--- src/can_guard_pkg.sv ---
package can_guard_pkg;

   // transceiver modes as programmed by the host
   localparam logic [1:0] MODE_OFF       = 2'h0;
   localparam logic [1:0] MODE_WAKE      = 2'h1;
   localparam logic [1:0] MODE_NORMAL    = 2'h2;
   localparam logic [1:0] MODE_RX_ONLY   = 2'h3;
   localparam logic [1:0] MODE_RESET     = MODE_OFF;

   // register offsets
   localparam logic [3:0] OFS_CTRL       = 4'h0;
   localparam logic [3:0] OFS_STATUS     = 4'h1;
   localparam logic [3:0] OFS_MASK       = 4'h2;
   localparam logic [3:0] OFS_STATE      = 4'h3;
   localparam logic [3:0] OFS_CMD        = 4'h4;

   // ctrl fields
   localparam int CTRL_MODE_LSB          = 0;
   // cmd fields
   localparam int CMD_REENABLE_BIT       = 0;

   // status / mask bit positions
   localparam int ST_BUS_FAIL            = 0;
   localparam int ST_RX_CLAMP            = 1;
   localparam int ST_OVERTEMP            = 2;
   localparam int ST_UNDERVOLT           = 3;
   localparam int ST_WIDTH               = 4;
   localparam logic [ST_WIDTH-1:0] MASK_RESET = 4'hF;

   // state register bit positions
   localparam int SS_TX_EN               = 0;
   localparam int SS_OT_BLOCK            = 1;
   localparam int SS_CLAMP_BLOCK         = 2;
   localparam int SS_OVERTEMP            = 3;
   localparam int SS_UNDERVOLT           = 4;

   // count of bus short sources
   localparam int NUM_SHORTS             = 6;
   localparam int SYNC_STAGES            = 2;

endpackage

--- src/can_level_sync.sv ---
`timescale 1ns/100ps
module can_level_sync
   import can_guard_pkg::*;
#(
   parameter int WIDTH  = 1,
   parameter int STAGES = SYNC_STAGES
) (
   input  wire logic             ref_clk,
   input  wire logic             sys_rst,
   input  wire logic [WIDTH-1:0] async_in,
   output logic      [WIDTH-1:0] sync_out
);

   logic [WIDTH-1:0] chain [STAGES];

   // fewer than two stages would not be a synchroniser at all
   if (STAGES < 2 || WIDTH < 1) begin : g_bad_params
      $error("can_level_sync: bad parameters");
   end

   always_ff @(posedge ref_clk) begin
      if (sys_rst) begin
         for (int i = 0; i < STAGES; i++) begin
            chain[i] <= '0;
         end
      end else begin
         chain[0] <= async_in;
         for (int i = 1; i < STAGES; i++) begin
            chain[i] <= chain[i-1];
         end
      end
   end

   assign sync_out = chain[STAGES-1];

endmodule

--- src/can_transceiver_fault_guard.sv ---
`timescale 1ns/100ps
module can_transceiver_fault_guard
   import can_guard_pkg::*;
(
   input  wire logic                  ref_clk,
   input  wire logic                  sys_rst,
   // register port
   input  wire logic [3:0]            reg_addr,
   input  wire logic [7:0]            reg_wdata,
   input  wire logic                  reg_wr,
   input  wire logic                  reg_rd,
   output logic      [7:0]            reg_rdata,
   output logic                       irq,
   // host controller side
   input  wire logic                  host_tx,
   output logic                       host_rx,
   // analog front end
   input  wire logic                  bus_rx_level,
   output logic                       driver_tx,
   output logic                       driver_en,
   output logic                       receiver_en,
   output logic                       split_en,
   // detector inputs, asynchronous
   input  wire logic                  overtemp_det,
   input  wire logic                  rx_clamp_det,
   input  wire logic [NUM_SHORTS-1:0] bus_short_det,
   input  wire logic                  supply_uv_det
);

   logic [1:0]          mode;
   logic [ST_WIDTH-1:0] status;
   logic [ST_WIDTH-1:0] mask;
   logic                ot_block;
   logic                clamp_block;
   logic                tx_prev;
   logic                ot_prev;
   logic                clamp_prev;
   logic                uv_prev;

   logic                ot_s;
   logic                clamp_s;
   logic                uv_s;
   logic [NUM_SHORTS-1:0] short_s;
   logic [NUM_SHORTS-1:0] short_prev;

   can_level_sync #(
      .WIDTH  (NUM_SHORTS + 3),
      .STAGES (SYNC_STAGES)
   ) u_sync (
      .ref_clk  (ref_clk),
      .sys_rst  (sys_rst),
      .async_in ({bus_short_det, supply_uv_det, rx_clamp_det,
                  overtemp_det}),
      .sync_out ({short_s, uv_s, clamp_s, ot_s})
   );

   // register decode
   wire wr_ctrl    = reg_wr && (reg_addr == OFS_CTRL);
   wire wr_mask    = reg_wr && (reg_addr == OFS_MASK);
   wire wr_cmd     = reg_wr && (reg_addr == OFS_CMD);
   wire rd_status  = reg_rd && (reg_addr == OFS_STATUS);
   wire reenable   = wr_cmd && reg_wdata[CMD_REENABLE_BIT];

   // event detection on synchronised levels, tx_release on host_tx directly
   wire short_rise = |(short_s & ~short_prev);
   wire clamp_rise = clamp_s && !clamp_prev;
   wire ot_rise    = ot_s && !ot_prev;
   wire uv_rise    = uv_s && !uv_prev;
   wire tx_release = !tx_prev && host_tx;

   wire [ST_WIDTH-1:0] set_bits;
   assign set_bits[ST_BUS_FAIL]  = short_rise;
   assign set_bits[ST_RX_CLAMP]  = clamp_rise;
   assign set_bits[ST_OVERTEMP]  = ot_rise;
   assign set_bits[ST_UNDERVOLT] = uv_rise;

   // read clears, a coinciding set wins
   wire [ST_WIDTH-1:0] next_status = (rd_status ? '0 : status) | set_bits;

   // overtemp block: set while hot, released by a recessive edge after
   wire next_ot_block = ot_s ? 1'b1 :
                        (tx_release ? 1'b0 : ot_block);
   // clamp block: held while clamp persists, released only by command
   wire next_clamp_block = clamp_s ? 1'b1 :
                           (reenable ? 1'b0 : clamp_block);

   wire mode_drives = (mode == MODE_NORMAL);
   wire mode_listens = (mode == MODE_NORMAL) || (mode == MODE_RX_ONLY);
   wire next_driver_en = mode_drives && !next_ot_block
                         && !next_clamp_block;
   wire next_irq = |(next_status & ~mask);

   wire [7:0] state_word = {3'h0, uv_s, ot_s, clamp_block, ot_block,
                            driver_en};
   wire [7:0] rd_mux =
      (reg_addr == OFS_CTRL)   ? {6'h0, mode} :
      (reg_addr == OFS_STATUS) ? {4'h0, status} :
      (reg_addr == OFS_MASK)   ? {4'h0, mask} :
      (reg_addr == OFS_STATE)  ? state_word : 8'h00;

   // mode changes only by host write: faults never touch it
   always_ff @(posedge ref_clk) begin
      if (sys_rst) begin
         mode <= MODE_RESET;
      end else if (wr_ctrl) begin
         mode <= reg_wdata[CTRL_MODE_LSB +: 2];
      end
   end

   always_ff @(posedge ref_clk) begin
      if (sys_rst) begin
         mask <= MASK_RESET;
      end else if (wr_mask) begin
         mask <= reg_wdata[ST_WIDTH-1:0];
      end
   end

   always_ff @(posedge ref_clk) begin
      if (sys_rst) begin
         status      <= '0;
         ot_block    <= 1'b0;
         clamp_block <= 1'b0;
         tx_prev     <= 1'b1;
         ot_prev     <= 1'b0;
         clamp_prev  <= 1'b0;
         uv_prev     <= 1'b0;
         short_prev  <= '0;
      end else begin
         status      <= next_status;
         ot_block    <= next_ot_block;
         clamp_block <= next_clamp_block;
         tx_prev     <= host_tx;
         ot_prev     <= ot_s;
         clamp_prev  <= clamp_s;
         uv_prev     <= uv_s;
         short_prev  <= short_s;
      end
   end

   always_ff @(posedge ref_clk) begin
      if (sys_rst) begin
         reg_rdata   <= 8'h00;
         irq         <= 1'b0;
         driver_en   <= 1'b0;
         driver_tx   <= 1'b1;
         receiver_en <= 1'b0;
         split_en    <= 1'b0;
         host_rx     <= 1'b1;
      end else begin
         reg_rdata   <= reg_rd ? rd_mux : 8'h00;
         irq         <= next_irq;
         driver_en   <= next_driver_en;
         driver_tx   <= next_driver_en ? host_tx : 1'b1;
         receiver_en <= mode_listens;
         split_en    <= mode_listens;
         host_rx     <= mode_listens ? bus_rx_level : 1'b1;
      end
   end

endmodule

--- config.mk ---
export PLATFORM = sky130hd
export DESIGN_NAME = can_transceiver_fault_guard
export DESIGN_NICKNAME = d
export VERILOG_FILES = /design/src/can_guard_pkg.sv /design/src/can_level_sync.sv /design/src/can_transceiver_fault_guard.sv
export SDC_FILE = /design/constraint.sdc
export NUM_CORES = 1
export LEC_CHECK = 0
export ABC_AREA = 1
export BUFFER_PORTS_ARGS = -buffer_cell sky130_fd_sc_hd__buf_2
export CAP_MARGIN = 40
export CORE_AREA = 2 2 83 85
export DETAILED_ROUTE_END_ITERATION = 12
export DIE_AREA = 0 0 85 87
export PLACE_DENSITY = 0.59
export SKIP_CTS_REPAIR_TIMING = 1
export SLEW_MARGIN = 20
export SYNTH_ARGS = -nofsm -noshare
export SYNTH_HDL_FRONTEND = slang
export SYNTH_HIERARCHICAL = 1
export SYNTH_SLANG_ARGS = --single-unit
--- constraint.sdc ---
create_clock -name ref_clk -period 1.7 [get_ports ref_clk]
set_input_delay 0.085 -clock ref_clk [delete_from_list [all_inputs] [get_ports ref_clk]]
set_output_delay 0.085 -clock ref_clk [all_outputs]
set_load 0.03 [all_outputs]
==> flow_summary.yaml <==
outcome:
  status: "finished, violations left"
  violations: "hold timing"
yosys:
  synthTopCellsByArea: "dfxtp_1 (53%), inv_1 (9.6%), nand2_1 (8.2%)"
  ys_ff_latch: 50
  synthCells: 233
  netlist.area_leader.share_pct: 53.33
  synth_seq_area_share_pct: 53.33
  synth_area_sq_um: 1877
  yosys.area.top_type: "dfxtp_1"
  ys_warn_count: 6
  yosysUniqueCellTypes: 25
  avgSynthCellArea_sq_um: 8.055
sta:
  period_minus_slack_ns: 1.124
  setup_viol: 0
  fmax_mhz: 889.5
  tns_ns: 0
  min_period_over_period_pct: 66.13
  finalHoldViolations: 4
  rsz0062_at_grt: "false"
  finClkSkew_ns: 0.004549
  finalMaxSlewViolations: 0
  holdWs_ns: -0.01653
critical_path:
  worstSetupPathType: "flop to flop"
  crit_path_frequent_cell: "nor2_1"
  cp_slowest_cell: "dfxtp_1"
  cpPeakStageDelay_ns: 0.34
  path_delay_family: "simple AND/OR/NAND/NOR gates"
  path_cells: "inv_1 -> nor2_1 -> nand3_1 -> nor2_1 -> and3_1 -> nand2_1"
  critPathLaunchType: "flop"
  cp_data_arrival_time_ns: 1.32
  cp-end-kind: "flop"
  path_max_fanout: 3
  crit_buf_inv: 1
  worstPathRequired_ns: 1.90
global_route:
  grt_overflow: 0
  grt_antenna_before_repair: 0
  grt_pass1_wl_mm: 5.050
  grt_max_degree: 26
  grt_pass1_vias: 1182
  grt_usage_pct: 8.790
clock_network:
  clkLatencyLatePin_ns: 0.30
  htreeDepth: 2
  cts_root_buf: "clkbuf_8"
  cts_buffer_depth: 2
  cts_sinks: 50
  cts_tree: "yes"
  cts_made_buffers: 5
  clk_pin_slew_ns: 0.09
detailed_routing:
  vias: 1374
  drt-wirelength-per-cell_microns: 8.751
  ant_nets: 0
  viasPerCell: 3.937
  drt-total-wl_mm: 3.054
  drtIter0Drc: 96
  drc_errors: 0
  drtPass1Iterations: 4
flow_run:
  drv_cap: 0
placement:
  hpwl_mm: 2.217
  placed_cells: 332
  gp_congestion: 0.8573
  portBuffers: 33
die:
  initial_core_util_pct: 28.57
  die_y_microns: 87
  coreArea_sq_um: 6569
  dieArea_sq_um: 7395
  die_x_microns: 85
  ios: 41
  placementRows: 30
cells_and_area:
  fin_cells: 349
  areaGrowthSynthToFinish_pct: 17.40
  finalNetCount: 295
  final_common_cell: "dfxtp_1"
  drive_gt1_share_pct: 20.45
  final_cell_mix: "dfxtp_1 (50), inv_1 (48), nand2_1 (41)"
  n_fill_cell: 685
  diodes: 0
pwr:
  power_density_nw_per_um2: 951.1
  peakVddDrop_mv: 0.4820
  p_leak_nw: 1.057
hold_path:
  hold_class: "input pin to flop"
[synthesized netlist by cell type]
master and instances:
dfxtp_1 50, inv_1 48, nand2_1 41, nor2_1 34, buf_4 13, a21oi_1 7, nand3_1 5, o211ai_1 4
o21ai_0 4, or2_2 4, a41oi_1 2, buf_6 2, inv_2 2, nand3_2 2, nand4_1 2, nor2_2 2
nor2_4 2, o221ai_1 2, and3_1 1, buf_8 1, clkbuf_1 1, conb_1 1, nand2_2 1, nand3b_1 1
nor4_1 1
[stage by stage]
stage | cell area (sq um) | util (%) | setup slack, ns | hold slack, ns | total power [mW]
6_report | 2203 | 33.54 | 0.5757 | -0.01653 | 2.096
4_1_cts | 2113 | 32.17 | 0.5930 | -0.03825 | 2.110
3_3_place_gp | 2018 | 30.72 | 0.5792 | 0.2714 | 1.404
3_5_place_dp | 2018 | 30.72 | 0.5625 | 0.2817 | 1.407
5_1_grt | 2203 | 33.54 | 0.5124 | 0.002167 | 2.205
2_1_floorplan | 1884 | - | 0.6806 | 0.1915 | 1.374
[final cells by class]
cell class,count,area [sq um],share of cell area (%)
clock buffers,6,82.58,3.748
inverters,50,187.7,8.518
flip-flops and latches,50,1001,45.43
repair buffers,43,262.8,11.93
clock inverters,2,12.51,0.5679
well taps,80,100.1,4.543
multi-input cells,118,556.8,25.27
[tightest hold or removal path: cells and delay by family]
family                 cells  cell delay, ns
buffers and inverters      2            0.13
AND/OR/NAND/NOR            1            0.03
[final timing paths]
path / start / endpoint / slack [ns] / depth (start not counted)
min reg2reg: u_sync/chain[0][0] / u_sync/chain[0][9] / 0.40 / 2
max reg2reg: mode[1] / driver_tx / 0.58 / 6
max: mode[1] / driver_tx / 0.58 / 6
min: bus_short_det[1] / u_sync/chain[0][4] / -0.02 / 3
[power by group]
part	switching (mW)	internal, mW
clock	0.375	0.327
combinational	0.100	0.0686
sequential	0.0131	1.21
total	0.489	1.61
[routing by layer]
layer,part of all wire [%],vias to the layer above,wire length [microns],track usage [%]
li1,-,745,-,-
met2,46,29,1391,13.57
met3,4.9,7,150,2.654
met4,3.4,0,104,5.628
met5,0,-,0,0
met1,46,593,1408,10.65
[flip-flops by register name (all words and copies together), names as in the netlist, 2 cells and up]
register,cells
u_sync/chain,18
short_prev,6
mode,2
mask,4
reg_rdata,5
status,4
[cells by family after synthesis]
family	after synthesis	share of synthesized area (%)
flops	50	53.33
compound gates	19	6.400
simple gates	96	22.67
buf+inv	67	17.40
other cells	1	0.1998
No activity file was read; power rests on OpenSTA's default activity.
